[src/tcc_pkg.sv]
// package for trigger and completion control: codes, limits, timing
// assumes a single 100 MHz system clock
package tcc_pkg;

    // ------------------------------------------------------------
    // timing
    // ------------------------------------------------------------
    localparam int CLK_MHZ        = 100;
    localparam int DONE_PULSE_US  = 1000;
    localparam int DONE_PULSE_CYC = DONE_PULSE_US * CLK_MHZ;
    localparam int LOCKOUT_S      = 5;
    localparam int LOCKOUT_CYC    = LOCKOUT_S * 1000000 * CLK_MHZ;

    // ------------------------------------------------------------
    // address codes
    // ------------------------------------------------------------
    localparam logic [5:0] ADDR_MAX_NORMAL = 6'h1E;
    localparam logic [5:0] CODE_PRINT_A    = 6'h28;
    localparam logic [5:0] CODE_PRINT_B    = 6'h29;
    localparam logic [5:0] CODE_PLOT_FWD   = 6'h2A;
    localparam logic [5:0] CODE_PLOT_REV   = 6'h2B;
    localparam logic [5:0] ADDR_RESET      = 6'h1C;

    // ------------------------------------------------------------
    // y-axis limits, tenths of a volt, sign separate
    // ------------------------------------------------------------
    localparam logic [4:0]  YLIM_MIN        = 5'h01;
    localparam logic [4:0]  YLIM_MAX        = 5'h14;
    localparam logic [4:0]  YLIM_RESET      = 5'h14;
    localparam logic [15:0] COUNTS_PER_STEP = 16'h03E8;

    typedef enum logic [1:0] {
        TCC_ADDR_NORMAL,
        TCC_ADDR_PRINTER,
        TCC_ADDR_PLOTTER,
        TCC_ADDR_INVALID
    } tcc_addr_kind_e;

endpackage

[src/tcc_trigger_ctrl.sv]
// trigger and completion control for a bench instrument
// assumes trigger input synchronous-or-not, one 100 MHz clock, nrst reset
`timescale 1ns/1ps

module tcc_trigger_ctrl
    import tcc_pkg::*;
#(
    parameter int LOCK_CYC = LOCKOUT_CYC
) (
    input  wire logic        clock,
    input  wire logic        nrst,
    input  wire logic        ext_trigger_mode_setting_n,
    input  wire logic        panel_trigger_mode_setting,
    input  wire logic        continuous_external_trigger_cmd,
    input  wire logic        one_shot_external_trigger_cmd,
    input  wire logic        trigger_mode_setting_toggle,
    input  wire logic        reading_done,
    input  wire logic        panel_btn,
    input  wire logic [5:0]  addr_set_val,
    input  wire logic        addr_set_we,
    input  wire logic [4:0]  y_limit_val,
    input  wire logic        y_limit_neg,
    input  wire logic        y_upper_we,
    input  wire logic        y_lower_we,
    input  wire logic        grid_req,
    input  wire logic        grid_busy,
    input  wire logic        plotter_ack,
    input  wire logic        bus_sending,
    input  wire logic        other_ctrl_active,
    output logic             start_reading,
    output logic             one_shot_mode,
    output logic             trigger_overrun_indication,
    output logic             meter_done_n,
    output logic [5:0]       bus_addr,
    output logic [1:0]       addr_kind,
    output logic             ctrl_active,
    output logic             x_reverse,
    output logic             plot_params_en,
    output logic [4:0]       y_axis_upper_limit,
    output logic             y_axis_upper_neg,
    output logic [4:0]       y_axis_lower_limit,
    output logic             y_axis_lower_neg,
    output logic [15:0]      y_upper_counts,
    output logic             panel_btn_ok
);

    // ------------------------------------------------------------
    // functions
    // ------------------------------------------------------------
    function automatic tcc_addr_kind_e kind_of(input logic [5:0] a);
        if (a <= ADDR_MAX_NORMAL)
            kind_of = TCC_ADDR_NORMAL;
        else if (a == CODE_PRINT_A || a == CODE_PRINT_B)
            kind_of = TCC_ADDR_PRINTER;
        else if (a == CODE_PLOT_FWD || a == CODE_PLOT_REV)
            kind_of = TCC_ADDR_PLOTTER;
        else
            kind_of = TCC_ADDR_INVALID;
    endfunction

    function automatic logic ylim_ok(input logic [4:0] v);
        ylim_ok = (v >= YLIM_MIN) && (v <= YLIM_MAX);
    endfunction

    // ------------------------------------------------------------
    // state and registers
    // ------------------------------------------------------------
    typedef enum {TCC_IDLE, TCC_RUN} tcc_state_e;

    tcc_state_e  state_ff;
    tcc_state_e  nxt_state;
    logic        sync1_ff;
    logic        sync2_ff;
    logic        sync3_ff;
    logic        mode_ff;
    logic        run_ff;
    logic        done_ff;
    logic [31:0] pulse_cnt_ff;
    logic [31:0] lock_cnt_ff;
    logic        lock_ff;
    logic [5:0]  addr_ff;

    // ------------------------------------------------------------
    // decode
    // ------------------------------------------------------------
    wire         trigger_mode_setting_fall   = sync3_ff & ~sync2_ff;
    wire         lock_active = lock_ff | grid_busy;
    wire         panel_ok    = panel_trigger_mode_setting & ~lock_active;
    wire         any_trigger_mode_setting    = trigger_mode_setting_fall | panel_ok;
    wire         busy        = (state_ff == TCC_RUN);
    wire         accept      = any_trigger_mode_setting & ~busy;
    wire         overrun     = any_trigger_mode_setting & busy;
    wire         kind_plot   = kind_of(addr_ff) == TCC_ADDR_PLOTTER;
    wire         plot_we_ok  = kind_plot & ylim_ok(y_limit_val);
    wire         addr_ok     = kind_of(addr_set_val) != TCC_ADDR_INVALID;
    wire         nxt_mode    = one_shot_external_trigger_cmd ? 1'b1 :
                               continuous_external_trigger_cmd ? 1'b0 :
                               trigger_mode_setting_toggle ? ~mode_ff :
                               mode_ff;
    wire         mode_to_cont = mode_ff & ~nxt_mode;
    wire         nxt_run     = mode_to_cont ? 1'b0 :
                               accept ? ~nxt_mode : run_ff;
    wire         restart     = run_ff & ~mode_ff & done_ff & ~busy;
    wire         go          = accept | (restart & ~mode_to_cont);

    always_comb begin
        nxt_state = state_ff;
        case (state_ff)
            TCC_IDLE: begin
                if (go)
                    nxt_state = TCC_RUN;
            end
            TCC_RUN: begin
                if (reading_done)
                    nxt_state = TCC_IDLE;
            end
            default: nxt_state = TCC_IDLE;
        endcase
    end

    // ------------------------------------------------------------
    // trigger synchroniser and sequencing
    // ------------------------------------------------------------
    always_ff @(posedge clock or negedge nrst) begin
        if (!nrst) begin
            sync1_ff <= 1'b1;
            sync2_ff <= 1'b1;
            sync3_ff <= 1'b1;
        end else begin
            sync1_ff <= ext_trigger_mode_setting_n;
            sync2_ff <= sync1_ff;
            sync3_ff <= sync2_ff;
        end
    end

    always_ff @(posedge clock or negedge nrst) begin
        if (!nrst) begin
            state_ff      <= TCC_IDLE;
            mode_ff       <= 1'b0;
            run_ff        <= 1'b0;
            start_reading <= 1'b0;
            one_shot_mode <= 1'b0;
            trigger_overrun_indication <= 1'b0;
        end else begin
            state_ff      <= nxt_state;
            mode_ff       <= nxt_mode;
            run_ff        <= nxt_run;
            start_reading <= go & (state_ff == TCC_IDLE);
            one_shot_mode <= nxt_mode;
            if (overrun)
                trigger_overrun_indication <= 1'b1;
            else if (accept)
                trigger_overrun_indication <= 1'b0;
        end
    end

    // ------------------------------------------------------------
    // completion pulse
    // ------------------------------------------------------------
    wire done_evt = busy & reading_done;

    // remembers the finished reading so continuous mode restarts from idle
    always_ff @(posedge clock or negedge nrst) begin
        if (!nrst)
            done_ff <= 1'b0;
        else
            done_ff <= done_evt;
    end

    always_ff @(posedge clock or negedge nrst) begin
        if (!nrst) begin
            pulse_cnt_ff <= '0;
            meter_done_n <= 1'b1;
        end else if (done_evt) begin
            pulse_cnt_ff <= 32'(DONE_PULSE_CYC);
            meter_done_n <= 1'b0;
        end else if (pulse_cnt_ff != '0) begin
            pulse_cnt_ff <= pulse_cnt_ff - 32'd1;
            meter_done_n <= (pulse_cnt_ff == 32'd1);
        end
    end

    // ------------------------------------------------------------
    // address and plotter settings
    // ------------------------------------------------------------
    always_ff @(posedge clock or negedge nrst) begin
        if (!nrst) begin
            addr_ff        <= ADDR_RESET;
            bus_addr       <= ADDR_RESET;
            addr_kind      <= TCC_ADDR_NORMAL;
            x_reverse      <= 1'b0;
            plot_params_en <= 1'b0;
            ctrl_active    <= 1'b0;
        end else begin
            if (addr_set_we && addr_ok)
                addr_ff <= addr_set_val;
            bus_addr       <= addr_ff;
            addr_kind      <= kind_of(addr_ff);
            x_reverse      <= (addr_ff == CODE_PLOT_REV);
            plot_params_en <= kind_plot;
            ctrl_active    <= bus_sending & ~other_ctrl_active &
                              (kind_of(addr_ff) == TCC_ADDR_PRINTER ||
                               kind_plot);
        end
    end

    always_ff @(posedge clock or negedge nrst) begin
        if (!nrst) begin
            y_axis_upper_limit <= YLIM_RESET;
            y_axis_upper_neg   <= 1'b0;
            y_axis_lower_limit <= YLIM_RESET;
            y_axis_lower_neg   <= 1'b1;
            y_upper_counts     <= 16'h4E20;
        end else begin
            if (y_upper_we && plot_we_ok) begin
                y_axis_upper_limit <= y_limit_val;
                y_axis_upper_neg   <= y_limit_neg;
            end
            if (y_lower_we && plot_we_ok) begin
                y_axis_lower_limit <= y_limit_val;
                y_axis_lower_neg   <= y_limit_neg;
            end
            y_upper_counts <= 16'(y_axis_upper_limit * COUNTS_PER_STEP);
        end
    end

    // ------------------------------------------------------------
    // grid lockout
    // ------------------------------------------------------------
    always_ff @(posedge clock or negedge nrst) begin
        if (!nrst) begin
            lock_ff      <= 1'b0;
            lock_cnt_ff  <= '0;
            panel_btn_ok <= 1'b0;
        end else begin
            if (grid_req && kind_plot && !plotter_ack && !lock_ff) begin
                lock_ff     <= 1'b1;
                lock_cnt_ff <= 32'(LOCK_CYC);
            end else if (lock_ff) begin
                if (plotter_ack || lock_cnt_ff <= 32'd1)
                    lock_ff <= 1'b0;
                lock_cnt_ff <= lock_cnt_ff - 32'd1;
            end
            panel_btn_ok <= panel_btn & ~lock_active;
        end
    end

endmodule

[config.mk]
export PLATFORM = sky130hd
export DESIGN_NAME = tcc_trigger_ctrl
export DESIGN_NICKNAME = d
export VERILOG_FILES = /design/src/tcc_pkg.sv /design/src/tcc_trigger_ctrl.sv
export SDC_FILE = /design/constraint.sdc
export NUM_CORES = 1
export LEC_CHECK = 0
export BUFFER_PORTS_ARGS = -buffer_cell sky130_fd_sc_hd__buf_2
export CELL_PAD_IN_SITES_DETAIL_PLACEMENT = 1
export CELL_PAD_IN_SITES_GLOBAL_PLACEMENT = 2
export CORE_ASPECT_RATIO = 0.75
export CORE_UTILIZATION = 38
export DETAILED_ROUTE_END_ITERATION = 10
export HOLD_SLACK_MARGIN = 0.05
export PLACE_DENSITY = 0.86
export SLEW_MARGIN = 20
export SYNTH_ARGS = -nofsm -noshare
export SYNTH_HDL_FRONTEND = slang
export SYNTH_SLANG_ARGS = --single-unit
[constraint.sdc]
create_clock -name clock -period 3.95 [get_ports clock]
set_input_delay 0.395 -clock clock [delete_from_list [all_inputs] [get_ports clock]]
set_output_delay 0.395 -clock clock [all_outputs]
set_load 0.05 [all_outputs]
Word-level counts from Yosys, hierarchy flattened
Cells that the tools add are included.
{"block": "classes", "addsub": 2, "multipliers": 1, "n_lt_le_gt_ge": 5, "eq_ne": 16, "muxes": 25, "bitwise": 25, "n_reduce_logical": 23}
{"op": "two-way mux 32 bit", "n": 6}
{"op": "equality test 32 x 1 -> 1 bit, second input constant", "n": 2}
{"op": "logical NOT 32 bit", "n": 2}
{"op": "case mux 32 bit (2 select lines)", "n": 1}
{"op": "subtractor 32 x 1 -> 32 bit, second input constant", "n": 2}
{"op": "equality test 6 bit, second input constant", "n": 8}
{"op": "equality test 32 x 2 -> 1 bit, second input constant", "n": 1}
{"op": "less-or-equal comparator 32 x 1 -> 1 bit, second input constant", "n": 1}
{"op": "nonzero test 32 bit", "n": 1}
{"op": "bitwise AND 1 bit", "n": 15}
{"op": "two-way mux 1 bit", "n": 14}
{"op": "less-or-equal comparator 6 x 5 -> 1 bit, second input constant", "n": 2}
{"op": "multiplier 5 x 7 -> 12 bit, second input constant", "n": 1}
{"op": "two-way mux 2 bit", "n": 4}
{"op": "nonzero test 2 bit", "n": 4}
{"op": "logical AND 1 bit", "n": 7}
{"op": "inverter 1 bit", "n": 7}
{"op": "logical OR 1 bit", "n": 6}
{"op": "!= test 2 bit, second input constant", "n": 3}
{"op": "greater-or-equal comparator 5 x 1 -> 1 bit, second input constant", "n": 1}
{"op": "less-or-equal comparator 5 bit, second input constant", "n": 1}
{"op": "OR 1 bit", "n": 3}
{"op": "equality test 2 x 1 -> 1 bit, second input constant", "n": 1}
{"op": "equality test 2 bit, second input constant", "n": 1}
{"op": "2 further kinds", "n": 3}
{"block": "totals", "reg_bits": 148, "inputBits": 29, "out_inout_bits": 44, "elab_cells": 122}

Logic depth before layout (Yosys ltp)
{"block": "logic_depth", "word_depth": 11, "ltp_mapped": 11, "depth_no_buf": 11}

Least setup slack after synthesis
No wires, ideal clock.
{"block": "synth_timing", "path_kind": "reg-to-reg", "from": "register y_axis_upper_limit[3]", "to": "register y_upper_counts[13]", "setup_time_ns": 0.080, "arrival_time_ns": 3.360, "path_slack_ns": 0.511, "stages_incl_launch_ff": 11, "period_less_slack_ns": 3.439, "cell_sequence": "dfrtp_1 -> fa_1 -> fa_1 -> inv_1 -> fa_1 -> inv_1 -> ha_1 -> o21ai_0 -> nor2_1 -> o41ai_1 -> xnor2_1"}
{"block": "synth_via", "elab_chain_len": 1}
{"element": "start, declared", "line": "tcc_trigger_ctrl.sv:39", "text": "output logic [4:0] y_axis_upper_limit,"}
{"element": "start signal, assigned", "line": "tcc_trigger_ctrl.sv:216", "text": "y_axis_upper_limit <= y_limit_val;"}
{"element": "multiplier 5 x 7 -> 12 bit", "line": "tcc_trigger_ctrl.sv:223", "text": "y_upper_counts <= 16'(y_axis_upper_limit * COUNTS_PER_STEP);"}
{"element": "end signal, assigned", "line": "tcc_trigger_ctrl.sv:223"}
{"element": "end, declared", "line": "tcc_trigger_ctrl.sv:43", "text": "output logic [15:0] y_upper_counts,"}
No other way between the ends.
A chain may end at the register's enable or synchronous reset.

Final worst setup path
{"block": "layout_timing", "from": "register y_axis_upper_limit[4]", "to": "register y_upper_counts[13]"}
The elaborated chain is that of the path after synthesis.

==> flow_metrics.tcl <==
set metrics [dict create \
    status "complete, no violations" \
    vias_per_cell 5.514 \
    routabilityCongestion 0.7779 \
    min_period_over_period_pct 85.38 \
    grt_max_degree 61 \
    postLayoutSetupSlackWorst_ns 0.5773 \
    path_class "flip-flop to flip-flop" \
    synth.yosys.seq_area_share_pct 48.67 \
    drt-pass1-iter-count 4 \
    peakVddDrop_uv 1244 \
    ioPinCount 73 \
    hold_viol 0 \
    grt_overflow 0 \
    synth_area_per_cell_um2 10.74 \
    cts-root-buf "clkbuf_16" \
    synth_seq_cells 117 \
    finalCriticalPeriod_ns 3.373 \
    report.final.slew_viol_count 0 \
    required_ns 4.30 \
    tns_ns 0 \
    antenna_found_initial 0 \
    postSynthCellCount 565 \
    dpl_worst_slack_ns 0.5258 \
    vias 4731 \
    cts_resized 0 \
    numCtsBuffers 17 \
    leakage_nw 3.100 \
    hold_path.class "input pin to async pin" \
    synthFlopType "dfrtp_1" \
    num-nets-final 707 \
    p_per_area_nw_per_um2 965.2 \
    ant_nets 0 \
    row_count 39 \
    max_slew_margin_pct 31.27 \
    drtIter0Drc 209 \
    power.net_switching_mw 3.013 \
    yosys_warnings 0 \
    clkPwrFrac_pct 24.1 \
    syn-cell-area_um2 6067 \
    clock_latency_ns 0.43 \
    synth_fa_ha_area_share_pct 9.074 \
    routed_wl_mm 15.47 \
    synthSimpleGateAreaFrac_pct 18.58 \
    initial_utilization_pct 39.35 \
    dp_hpwl_mm 10.84 \
    worstPathMaxFanout 7 \
    seqCellArea_um2 2953 \
    diodes 0 \
    internal_power_mw 3.965 \
    max_freq_mhz 296.5 \
    multiInputGateArea_um2 2879 \
    synth_edf_count 0 \
    synth_top_family_by_area "simple AND/OR/NAND/NOR gates" \
    synth_xor_area_share_pct 1.299 \
    post-cts-setup-buffers 0 \
    ctsHtreeMaxLevel 4 \
    synth_cell_types 63 \
    critPathArrivalTime_ns 3.72 \
    nFillCells 1741 \
    die-area_um2 16480 \
    clockBufferDepth 2 \
    swShare_pct 43.18 \
    clk_pin_slew_worst_paths_ns 0.06 \
    fin_skew_ns 0.01103 \
    synth_compound_area_share_pct 13.16 \
    portBuffers 68 \
    drive_above_1_share_pct 25.27 \
    dieWidth_um 147.9 \
    worst_pin_slew_ns 1.027 \
    grt.total_usage_pct 20.53 \
    critPathCaptureType "flip-flop" \
    grt_pass1_vias 5063 \
    clkSinkCount 117 \
    grt_pass1_wl_mm 26.16 \
    async_reset_ff_share_pct 100.0 \
    start_kind "flip-flop" \
    cts_tree "yes" \
    combPwrFrac_pct 49.5 \
    rsz0062_at_grt "no" \
    core_area_um2 15420 \
    p_seq_share_pct 26.4 \
    setup_viol 0 \
    drcViolationCount 0 \
    drv_cap 0 \
    cts_hold_buf 0 \
    area_delta_synth_final_pct 19.16 \
    die_h_um 111.4 \
    routedWlPerCell_um 18.03 \
    muxShareOfSynthArea_pct 5.094 \
]
==> flip-flops by register name, summed over array words and instances (netlist names), 2 cells and up <==
signal / cells
y_axis_upper_limit: 5
addr_kind: 2
lock_cnt_ff: 32
bus_addr: 6
y_upper_counts: 12
y_axis_lower_limit: 5
pulse_cnt_ff: 32
addr_ff: 6
==> synth_stat cells, drive strengths merged (3+ instances only) <==
master	count	area share, %
a211oi	5	0.62
a21oi	32	2.9
a31o	3	0.43
a31oi	9	0.93
and2	5	0.52
and3	6	0.64
and4	3	0.43
buf	12	1.5
clkbuf	6	0.37
dfrtp	97	40
dfstp	20	8.7
fa	10	3.3
ha	28	5.8
inv	36	2.2
mux2	15	2.8
mux2i	14	2.3
nand2	36	2.2
nand2b	5	0.52
nand3	15	1.2
nand4	5	0.62
nor2	38	2.4
nor2b	3	0.31
nor3	23	2.2
nor4	13	2.0
o211ai	5	0.62
o21ai	26	2.3
o311ai	3	0.43
o31ai	19	2.6
o41ai	7	1.0
or2	4	0.41
or3	20	2.1
or4	19	2.5
xnor2	8	1.2
==> through the flow <==
stage	hold WS (ns)	std cells	util (%)	power [mW]	cell area [um2]
after global placement	0.3471	825	42.68	5.151	6581
after floorplan	0.09941	568	-	4.505	6078
after CTS	0.05135	857	46.82	7.062	7219
after global routing	0.1166	858	46.88	7.550	7229
final	0.04350	858	46.88	6.978	7229
after detailed placement	0.3476	825	42.68	5.309	6581
==> power by group through the flow <==
stage                     Clock, mW  Combinational, mW  Sequential, mW
after floorplan                   0               2.17            2.33
after global placement            0               3.32            1.83
after detailed placement          0               3.45            1.85
after CTS                      1.71               3.50            1.84
after global routing           1.77               3.89            1.89
final                          1.68               3.45            1.84
==> routing by layer <==
metal	vias to the layer above	track usage, %	wire length [um]
met2	93	32.45	7225
li1	2207	-	-
met5	-	0	0
met4	0	8.110	252
met3	26	5.164	641
met1	2405	27.08	7353
==> placed cells by master (no fill, tap or decap), drive strengths merged, types with 4 or more instances in the layout <==
cell    Yosys  final
fa         10     10
xnor2       8      8
or4        19     19
bufinv      0      4
or3        20     20
clkbuf      6     17
nand3      15     15
buf        12     70
mux2i      14     14
ha         28     28
nand2      36     36
and3        6      6
nand4       5      5
o31ai      19     19
a31oi       9      9
o41ai       7      7
a211oi      5      5
mux2       15     15
conb        1      4
o21ai      26     26
dfrtp      97     97
nand2b      5      5
dfstp      20     20
inv        36     43
nor3       23     23
or2         4      4
a21oi      32     32
nor2       38     38
and2        5      5
o211ai      5      5
nor4       13     13
==> kinds of logic (layout without fill, tap and decap cells) <==
group / count (synthesis) / count (layout)
simple gates: 199 / 199
compound gates: 118 / 118
flops: 117 / 117
buf+inv: 54 / 139
fa+ha+maj: 38 / 38
mux: 29 / 29
xor+xnor: 9 / 9
other cells: 1 / 4
==> critical path: stages (launching register included) <==
cell and delay (ns):
dfstp_2 0.60, fa_1 0.52, fa_1 0.54, inv_1 0.05, fa_1 0.49, inv_1 0.04, ha_1 0.32, o21ai_0 0.17
nor2_1 0.08, o41ai_1 0.32, xnor2_1 0.16
==> final cells by class <==
class | instances | area share (%)
Sequential cell | 117 | 40.84
Inverter | 36 | 1.869
Clock buffer | 17 | 5.884
Timing Repair Buffer | 71 | 5.088
Tap cell | 205 | 3.548
Multi-Input combinational cell | 397 | 39.82
Clock inverter | 15 | 2.942
==> worst paths after layout <==
check,from,to,slack (ns),cells after the start
worst max register to register,y_axis_upper_limit[4],y_upper_counts[13],0.58,10
max in group asynchronous,nrst,y_axis_upper_limit[4],2.90,2
min in group clock,other_ctrl_active,ctrl_active,0.13,2
worst min-delay path,nrst,lock_cnt_ff[31],0.04,1
worst max-delay path,y_axis_upper_limit[4],y_upper_counts[13],0.58,10
worst min register to register,sync1_ff,sync2_ff,0.36,0
Power figures use the tool's default switching activity.
